==> src/logic/drsd_regs.svh <==
`ifndef DRSD_REGS_SVH
`define DRSD_REGS_SVH
// Register byte offsets
`define DRSD_OFS_STATUS 4'h0
`define DRSD_OFS_CTRL 4'h4
// Status fields
`define DRSD_ST_SLAVE 0
`define DRSD_ST_MODE_LO 1
`define DRSD_ST_PRESENT 3
`define DRSD_ST_SAMPLED 4
`define DRSD_ST_SELECTED 5
// Control fields
`define DRSD_CT_DASP 0
`define DRSD_CT_PDIAG 1
`define DRSD_CTRL_RST 2'h0
`endif

==> src/logic/drsd_pkg.sv <==
package drsd_pkg;
    typedef enum logic [1:0] {
        DET_PDIAG = 2'b00,
        DET_NONE = 2'b01,
        DET_DASP = 2'b10,
        DET_STRAP = 2'b11
    } drsd_det_t;
    typedef enum logic {
        ST_SAMPLE = 1'b0,
        ST_RUN = 1'b1
    } drsd_phase_t;
endpackage : drsd_pkg

==> src/logic/drsd_top.sv <==
// Summary of operation
// - No straps fitted: act as slave, handshake with master over PDIAG-.
// - Only slave-present strap: slave, never drive PDIAG- or DASP-.
// - Only drive-select strap: master, sense DASP- for an attached slave.
// - Drive-select plus slave-present: master, presence from strap only.
// - Cable-select strap alone: role from line, low master, high slave.
// - Cable select input is pulled up; open line reads high, slave.
// - Master answers as drive 0, slave answers as drive 1.
// - Cable select pin is role input only, no spindle synchronisation.
`timescale 1ns/100ps
`include "drsd_regs.svh"
module drsd_top (
    // Clock and reset
    input wire logic clk_sys,
    input wire logic reset,
    // Configuration straps
    input wire logic cable_select_strap,
    input wire logic drive_select_strap,
    input wire logic slave_present_strap,
    // Cable select line: high when the far end grounds it
    input wire logic csel_grounded,
    // Drive number currently addressed by the host
    input wire logic host_dev_bit,
    // DASP- open-drain pin
    input wire logic dasp_n_in,
    output logic dasp_n_out,
    output logic dasp_oe,
    // PDIAG- open-drain pin
    input wire logic pdiag_n_in,
    output logic pdiag_n_out,
    output logic pdiag_oe,
    // Decoded role
    output logic role_slave,
    output logic dev_selected,
    output logic slave_present,
    // Avalon-MM slave
    input wire logic [3:0] avs_address,
    input wire logic avs_read,
    input wire logic avs_write,
    input wire logic [31:0] avs_writedata,
    input wire logic [3:0] avs_byteenable,
    output logic [31:0] avs_readdata,
    output logic avs_waitrequest
);
    typedef struct packed {
        drsd_pkg::drsd_phase_t phase;
        logic slave;
        drsd_pkg::drsd_det_t mode;
        logic present;
        logic selected;
        logic [1:0] ctrl;
        logic dasp_oe;
        logic pdiag_oe;
        logic [31:0] rdata;
        logic wait_n;
    } drsd_state_t;

    drsd_state_t q, d;
    logic req;
    logic csel_level;
    logic [31:0] status_word;

    assign req = avs_read | avs_write;
    // Internal pull-up: only a grounded line reads low
    assign csel_level = ~csel_grounded;

    always_comb begin
        status_word = 32'h0;
        status_word[`DRSD_ST_SLAVE] = q.slave;
        status_word[`DRSD_ST_MODE_LO +: 2] = q.mode;
        status_word[`DRSD_ST_PRESENT] = q.present;
        status_word[`DRSD_ST_SAMPLED] = q.phase == drsd_pkg::ST_RUN;
        status_word[`DRSD_ST_SELECTED] = q.selected;
    end

    always_comb begin
        d = q;
        d.wait_n = 1'b0;
        unique case (q.phase)
            drsd_pkg::ST_SAMPLE: begin
                // Pin 28 is only ever read as a role input
                if (cable_select_strap
                        && !drive_select_strap) begin
                    d.slave = csel_level;
                    d.mode = csel_level ? drsd_pkg::DET_PDIAG
                                        : drsd_pkg::DET_DASP;
                end else if (drive_select_strap) begin
                    // Both role straps fitted: drive-select decode rules
                    d.slave = 1'b0;
                    if (slave_present_strap) begin
                        d.mode = drsd_pkg::DET_STRAP;
                    end else begin
                        d.mode = drsd_pkg::DET_DASP;
                    end
                end else begin
                    d.slave = 1'b1;
                    if (slave_present_strap) begin
                        d.mode = drsd_pkg::DET_NONE;
                    end else begin
                        d.mode = drsd_pkg::DET_PDIAG;
                    end
                end
                // Strap presence counts only under drive-select decode
                d.present = drive_select_strap
                          && slave_present_strap;
                d.phase = drsd_pkg::ST_RUN;
            end
            drsd_pkg::ST_RUN: begin
                // Role and mode frozen; only presence may grow
                if (q.mode == drsd_pkg::DET_DASP && !dasp_n_in
                        && !q.dasp_oe) begin
                    d.present = 1'b1;
                end
            end
        endcase
        d.selected = q.phase == drsd_pkg::ST_RUN
                   && host_dev_bit == q.slave;
        // Master and slave both assert DASP-; a silent slave drives nothing
        d.dasp_oe = q.phase == drsd_pkg::ST_RUN
                  && q.mode != drsd_pkg::DET_NONE
                  && q.ctrl[`DRSD_CT_DASP];
        d.pdiag_oe = q.phase == drsd_pkg::ST_RUN
                   && q.mode == drsd_pkg::DET_PDIAG
                   && q.ctrl[`DRSD_CT_PDIAG];
        // One wait cycle per access; the edge with wait low completes it
        if (req && q.wait_n == 1'b0) begin
            d.wait_n = 1'b1;
            d.rdata = 32'h0;
            if (avs_read && avs_address == `DRSD_OFS_STATUS) begin
                d.rdata = status_word;
            end else if (avs_read && avs_address == `DRSD_OFS_CTRL) begin
                d.rdata = {30'h0, q.ctrl};
            end
        end
        if (req && q.wait_n && avs_write && avs_address == `DRSD_OFS_CTRL
                && avs_byteenable[0]) begin
            d.ctrl = avs_writedata[1:0];
        end
    end

    always_ff @(posedge clk_sys) begin
        if (reset) begin
            q <= '{phase: drsd_pkg::ST_SAMPLE, slave: 1'b1,
                   mode: drsd_pkg::DET_PDIAG, present: 1'b0,
                   selected: 1'b0, ctrl: `DRSD_CTRL_RST, dasp_oe: 1'b0,
                   pdiag_oe: 1'b0, rdata: 32'h0, wait_n: 1'b0};
        end else begin
            q <= d;
        end
    end

    // Open-drain pins only ever pull low
    always_ff @(posedge clk_sys) begin
        dasp_n_out <= 1'b0;
        pdiag_n_out <= 1'b0;
    end

    assign dasp_oe = q.dasp_oe;
    assign pdiag_oe = q.pdiag_oe;
    assign role_slave = q.slave;
    assign dev_selected = q.selected;
    assign slave_present = q.present;
    assign avs_readdata = q.rdata;
    assign avs_waitrequest = ~q.wait_n;

    AST_NONE_SILENT: assert property (
        @(posedge clk_sys) disable iff (reset)
        q.mode == drsd_pkg::DET_NONE |-> !dasp_oe && !pdiag_oe)
        else $error("silent slave drives a pin");
    AST_ROLE_HELD: assert property (
        @(posedge clk_sys) disable iff (reset)
        q.phase == drsd_pkg::ST_RUN
        |=> $stable(role_slave) && $stable(q.mode))
        else $error("role changed after sampling");
    AST_SAMPLE_ONCE: assert property (
        @(posedge clk_sys)
        $fell(reset) |-> ##1 q.phase == drsd_pkg::ST_RUN)
        else $error("straps not sampled after reset");
    AST_DSEL_MASTER: assert property (
        @(posedge clk_sys) disable iff (reset)
        q.phase == drsd_pkg::ST_SAMPLE && drive_select_strap
        && !cable_select_strap |=> !role_slave)
        else $error("drive select did not give master");
    AST_STRAP_PRESENT: assert property (
        @(posedge clk_sys) disable iff (reset)
        q.mode == drsd_pkg::DET_STRAP |-> slave_present && !pdiag_oe)
        else $error("strap presence not held");
    AST_CSEL_ROLE: assert property (
        @(posedge clk_sys) disable iff (reset)
        q.phase == drsd_pkg::ST_SAMPLE && cable_select_strap
        && !drive_select_strap |=> role_slave == $past(~csel_grounded))
        else $error("cable select role wrong");
    AST_CSEL_NO_STRAP: assert property (
        @(posedge clk_sys) disable iff (reset)
        q.phase == drsd_pkg::ST_SAMPLE && cable_select_strap
        && !drive_select_strap |=> !slave_present
        && q.mode != drsd_pkg::DET_STRAP
        && q.mode != drsd_pkg::DET_NONE)
        else $error("slave-present strap used under cable select");
    AST_OPEN_SLAVE: assert property (
        @(posedge clk_sys) disable iff (reset)
        q.phase == drsd_pkg::ST_SAMPLE && cable_select_strap
        && !drive_select_strap && !csel_grounded |=> role_slave)
        else $error("open cable select line did not give slave");
    AST_DEV_MATCH: assert property (
        @(posedge clk_sys) disable iff (reset)
        q.phase == drsd_pkg::ST_RUN
        |=> dev_selected == ($past(host_dev_bit) == $past(role_slave)))
        else $error("wrong drive number answered");
    AST_PDIAG_SLAVE: assert property (
        @(posedge clk_sys) disable iff (reset)
        pdiag_oe |-> role_slave && q.mode == drsd_pkg::DET_PDIAG)
        else $error("PDIAG driven outside compat slave");
    AST_DASP_SENSE: assert property (
        @(posedge clk_sys) disable iff (reset)
        q.mode == drsd_pkg::DET_DASP && !dasp_n_in && !dasp_oe
        |=> slave_present)
        else $error("slave on DASP- not noticed");
    AST_PRESENT_STICKY: assert property (
        @(posedge clk_sys) disable iff (reset)
        slave_present |=> slave_present)
        else $error("slave presence dropped");
    AST_SLAVE_NO_PRESENT: assert property (
        @(posedge clk_sys) disable iff (reset)
        role_slave |-> !slave_present)
        else $error("slave reports a slave present");
    AST_ONE_WAIT: assert property (
        @(posedge clk_sys) disable iff (reset)
        req && avs_waitrequest |=> !avs_waitrequest ##1 avs_waitrequest)
        else $error("bus answer not one cycle");
endmodule : drsd_top

==> config.mk <==
export PLATFORM = sky130hd
export DESIGN_NAME = drsd_top
export DESIGN_NICKNAME = d
export VERILOG_FILES = /design/src/logic/drsd_pkg.sv /design/src/logic/drsd_top.sv
export VERILOG_INCLUDE_DIRS = /design/src /design/src/logic
export SDC_FILE = /design/constraint.sdc
export NUM_CORES = 1
export LEC_CHECK = 0
export BUFFER_PORTS_ARGS = -buffer_cell sky130_fd_sc_hd__buf_2
export CORE_MARGIN = 5
export CORE_UTILIZATION = 36
export CTS_CLUSTER_SIZE = 8
export DETAILED_ROUTE_END_ITERATION = 8
export GPL_TIMING_DRIVEN = 1
export PLACE_DENSITY = 0.81
export SLEW_MARGIN = 20
export SYNTH_ARGS = -nofsm -noshare
export SYNTH_HDL_FRONTEND = slang
export SYNTH_SLANG_ARGS = --single-unit
==> constraint.sdc <==
create_clock -name clk_sys -period 1.25 [get_ports clk_sys]
set_input_delay 0.1875 -clock clk_sys [delete_from_list [all_inputs] [get_ports clk_sys]]
set_output_delay 0.1875 -clock clk_sys [all_outputs]
set_load 0.02 [all_outputs]
Yosys cells after proc, flatten, opt, wreduce, memory -nomap -nowiden
Cells that the tools add are included.
{"block": "totals", "word_cells": 50, "in_bits": 51, "output_inout_bits": 40, "ff_bits": 17}
{"block": "classes", "n_eq_ne": 5, "muxes": 10, "n_bitwise": 4, "reduce_logical": 21}
{"operator": "logical AND 1 bit", "n": 16}
{"operator": "two-way mux 3 bit", "n": 2}
{"operator": "two-way mux 6 bit", "n": 1}
{"operator": "equality test 4 x 3 -> 1 bit (second input constant)", "n": 1}
{"operator": "logical NOT 4 bit", "n": 1}
{"operator": "two-way mux 1 bit", "n": 4}
{"operator": "two-way mux 2 bit", "n": 2}
{"operator": "inequality test 2 x 1 -> 1 bit (second input constant)", "n": 2}
{"operator": "logical NOT 1 bit", "n": 3}
{"operator": "inverter 1 bit", "n": 3}
{"operator": "equality test 2 bit (second input constant)", "n": 1}
{"operator": "logical NOT 2 bit", "n": 1}
{"operator": "case mux 1 bit (2 select lines)", "n": 1}
{"operator": "equality test 1 bit", "n": 1}
{"operator": "bitwise OR 1 bit", "n": 1}

Depth between registers and ports, before layout
{"block": "depth", "depth_word": 5, "mapped_depth": 3, "ltp_nobuf": 3}

Worst setup path before layout
OpenSTA, ideal clock, no wires.
{"block": "synth_timing", "path_kind": "register -> register", "startpoint": "reg q[0] (netlist bit)", "endpoint": "reg q[35] (netlist bit)", "setup_ns": 0.072, "slack_ns": 0.313, "arrival_ns": 0.865, "path_stages_with_launch": 4, "required_time_ns": 1.178, "path_buffers": 0, "synth_period_minus_slack_ns": 0.937, "cell_sequence": "dfxtp_1 nand4_1 nor4_2 mux2i_1"}
{"block": "synth_via", "elab_chain_cells": 4}
{"item": "start: declaration", "line_no": "drsd_top.sv:58", "text": "drsd_state_t q, d;"}
{"item": "start signal: assignment", "line_no": "drsd_top.sv:143", "text": "q <= '{phase: drsd_pkg::ST_SAMPLE, slave: 1'b1,"}
{"item": "logical AND 1 bit (2 in a row)", "line_no": "drsd_top.sv:135", "text": "if (req && q.wait_n && avs_write && avs_address == `DRSD_OFS_CTRL"}
{"item": "logical AND 1 bit (no line)"}
{"item": "logical AND 1 bit", "line_no": "drsd_top.sv:135"}
No other way between the ends.
A chain may end at the register's enable or synchronous reset.

Final worst setup path
{"block": "layout_timing", "startpoint": "reg q, in the netlist role_slave", "endpoint": "out role_slave"}
{"item": "end: declaration", "line_no": "drsd_top.sv:33", "text": "output logic role_slave,"}
No word-level cell between the ends.

==> impl_metrics.toml <==
[synthesis]
syn_area_um2 = 950
yosysTopAreaCell = "dfxtp_1"
async_flop_share = 0
synth_area_leaders = "dfxtp_1 (36%), buf_4 (27%), nand2_1 (4.7%)"
synthFlopType = "dfxtp_1"
ys_warn_count = 0
netlist_top_cells_count = "buf_4 (34), dfxtp_1 (17), nand2_1 (12)"
synth_top_area_share = 0.358
postSynthAreaPerCell_um2 = 8.96
synth_edf_count = 0
synth.distinct_cells = 28
synth_most_common_cell = "buf_4"
synthCells = 106
seq_area_frac_synth = 0.358
synth-seq-cells = 17

[sta]
rsz0062_at_grt = "false"
finalSetupViolCount = 0
skew_ns = 0.00844
period_share = 0.862
hold_viol_final = 0
final.min_clock_period_ns = 1.08
finalMaxSlewViolations = 0
final.setup.tns_ns = 0
fmaxAchievable_mhz = 928

[setup_path]
critPathKind = "reg2out"
critPathTopFamily = "flip-flops"
arrival_ns = 0.89
worst_setup_path_start_kind = "flop"
slowest_stage = "dfxtp_1"
reg2reg_from = "q[42]"
worstPathRequired_ns = 1.06
r2r_cells = 2
critPathCaptureType = "output port"
crit_fanout = 4
path_buf_inv = 1
rr_endpoint = "pdiag_oe"
worstPathCellList = "buf_2"
rrSetupSlack_ns = 0.18
max_stage_delay_ns = 0.40

[global_route]
antenna_found_initial = 0
grt_pass1_wl_mm = 2.64
grt_max_degree = 12
grt_pass1_vias = 627
grt_use_total = 0.0970
globalRoute.totalOverflow = 0

[route]
routed_via_density = 4.23
dr.pass1.iters = 3
drc_errors = 0
detail_route.wirelength_mm = 1.79
ant_nets = 0
num_vias = 681
wire_per_inst_um = 11.1
drtIter0Drc = 3

[hold_path]
hold_start = "reset"
hold_depth = 2
hp-class = "in2reg"
hold_end = "q[42]"

[final_layout]
drive_above_1_share = 0.298
fin_nets = 183
antenna_cells = 0
final_area_mm2 = 0.00101
area_delta_synth_final_pct = 6.59

[clock_network]
clock_sinks = 17
cts_setup_buffers = 0
ctsResizeCount = 0
postCtsHoldBufs = 0
cts-buffers-inserted = 3
insertion_delay_ns = 0.29
clk_pin_slew_ns = 0.10
clockRootBuffer = "clkbuf_4"
cts_tree = "yes"
h-tree-depth = 1
cts_buffer_depth = 2

[floorplan]
die_y_um = 61.4
die-area_mm2 = 0.00377
ios = 91
coreArea_mm2 = 0.00250
rows = 18
chipWidth_um = 61.4
initial_utilization = 0.380

[placement]
placed_cell_area_um2 = 980
dpl.hpwl_mm = 1.50
gp_congestion = 0.708
portBuffers = 28

[pwr]
leakage_nw = 0.466
switching_share = 0.307
total_power_mw = 1.07
clkPwrFrac = 0.276
pwr-share-seq = 0.538
pwr-share-comb = 0.186
internal_power_uw = 739
power.density_mw_per_mm2 = 1050
ir_drop_mv = 0.502
switchingPower_uw = 328

[run_status]
status = "finished, final reports clean"

[job]
cap_violations = 0
how the worst max path moves through the flow:
stage,from,to,slack [ns],depth (start not counted)
CTS,q[42],pdiag_oe,0.04,2
global placement,avs_address[1],avs_readdata[4],0.20,4
finish,role_slave,role_slave,0.17,1
global route,q[42],pdiag_oe,0.09,2
detailed placement,q[42],pdiag_oe,0.09,2
floorplan,q[0],q[35],0.31,3
power groups by stage:
stage / logic, mW / clock network [mW] / registers, mW
floorplan: 0.201 / 0 / 0.587
global placement: 0.194 / 0 / 0.585
detailed placement: 0.196 / 0 / 0.586
CTS: 0.197 / 0.302 / 0.574
global route: 0.217 / 0.333 / 0.577
finish: 0.199 / 0.294 / 0.574
state kept, by name, summed over array words and instances (netlist names):
| signal | cells |
|---|---|
| pdiag_oe | 1 |
| dev_selected | 1 |
| avs_readdata | 6 |
| q | 6 |
| dasp_oe | 1 |
| slave_present | 1 |
| role_slave | 1 |
routing by layer:
metal / track usage / part of all wire / up-vias
met5: 0 / 0 / -
met4: 0.0455 / 0.016 / 0
met3: 0.0252 / 0.12 / 3
met2: 0.171 / 0.49 / 33
met1: 0.109 / 0.38 / 295
li1: - / - / 350
metrics by stage:
stage / instances / hold WS (ns) / utilization / setup WS [ns]
after floorplan: 133 / 0.286 / - / 0.313
after global placement: 157 / 0.433 / 0.392 / 0.195
after detailed placement: 157 / 0.439 / 0.392 / 0.0863
after CTS: 161 / 0.119 / 0.402 / 0.0359
after global routing: 161 / 0.118 / 0.405 / 0.0913
final: 161 / 0.119 / 0.405 / 0.172
cells by family after synthesis:
group	count (synthesis)	share of synthesized area
AO/OA/AOI/OAI	13	0.0830
flip-flops	17	0.358
AND/OR/NAND/NOR	32	0.215
other	1	0.00395
XOR/XNOR	1	0.00922
buffers and inverters	38	0.286
multiplexers	4	0.0448
area by class of cell:
cell class / count / area, um^2
inverter: 2 / 7.51
clock buffer: 4 / 26.3
fill: 262 / 1490
tap: 30 / 37.5
timing repair buffer: 30 / 155
multi-input combinational: 78 / 445
sequential: 17 / 340
layout by cell type, fill, tap and decap left out, drive strengths merged, types with 2 or more instances in the layout:
cell type / instances
nand3b: 2
mux2i: 2
conb: 28
nand4b: 4
buf: 30
nand3: 2
a21oi: 8
clkbuf: 4
inv: 2
mux2: 2
nor2: 2
nor2b: 2
dfxtp: 17
nand2: 12
nor4b: 3
No activity file was read; power rests on OpenSTA's default activity.
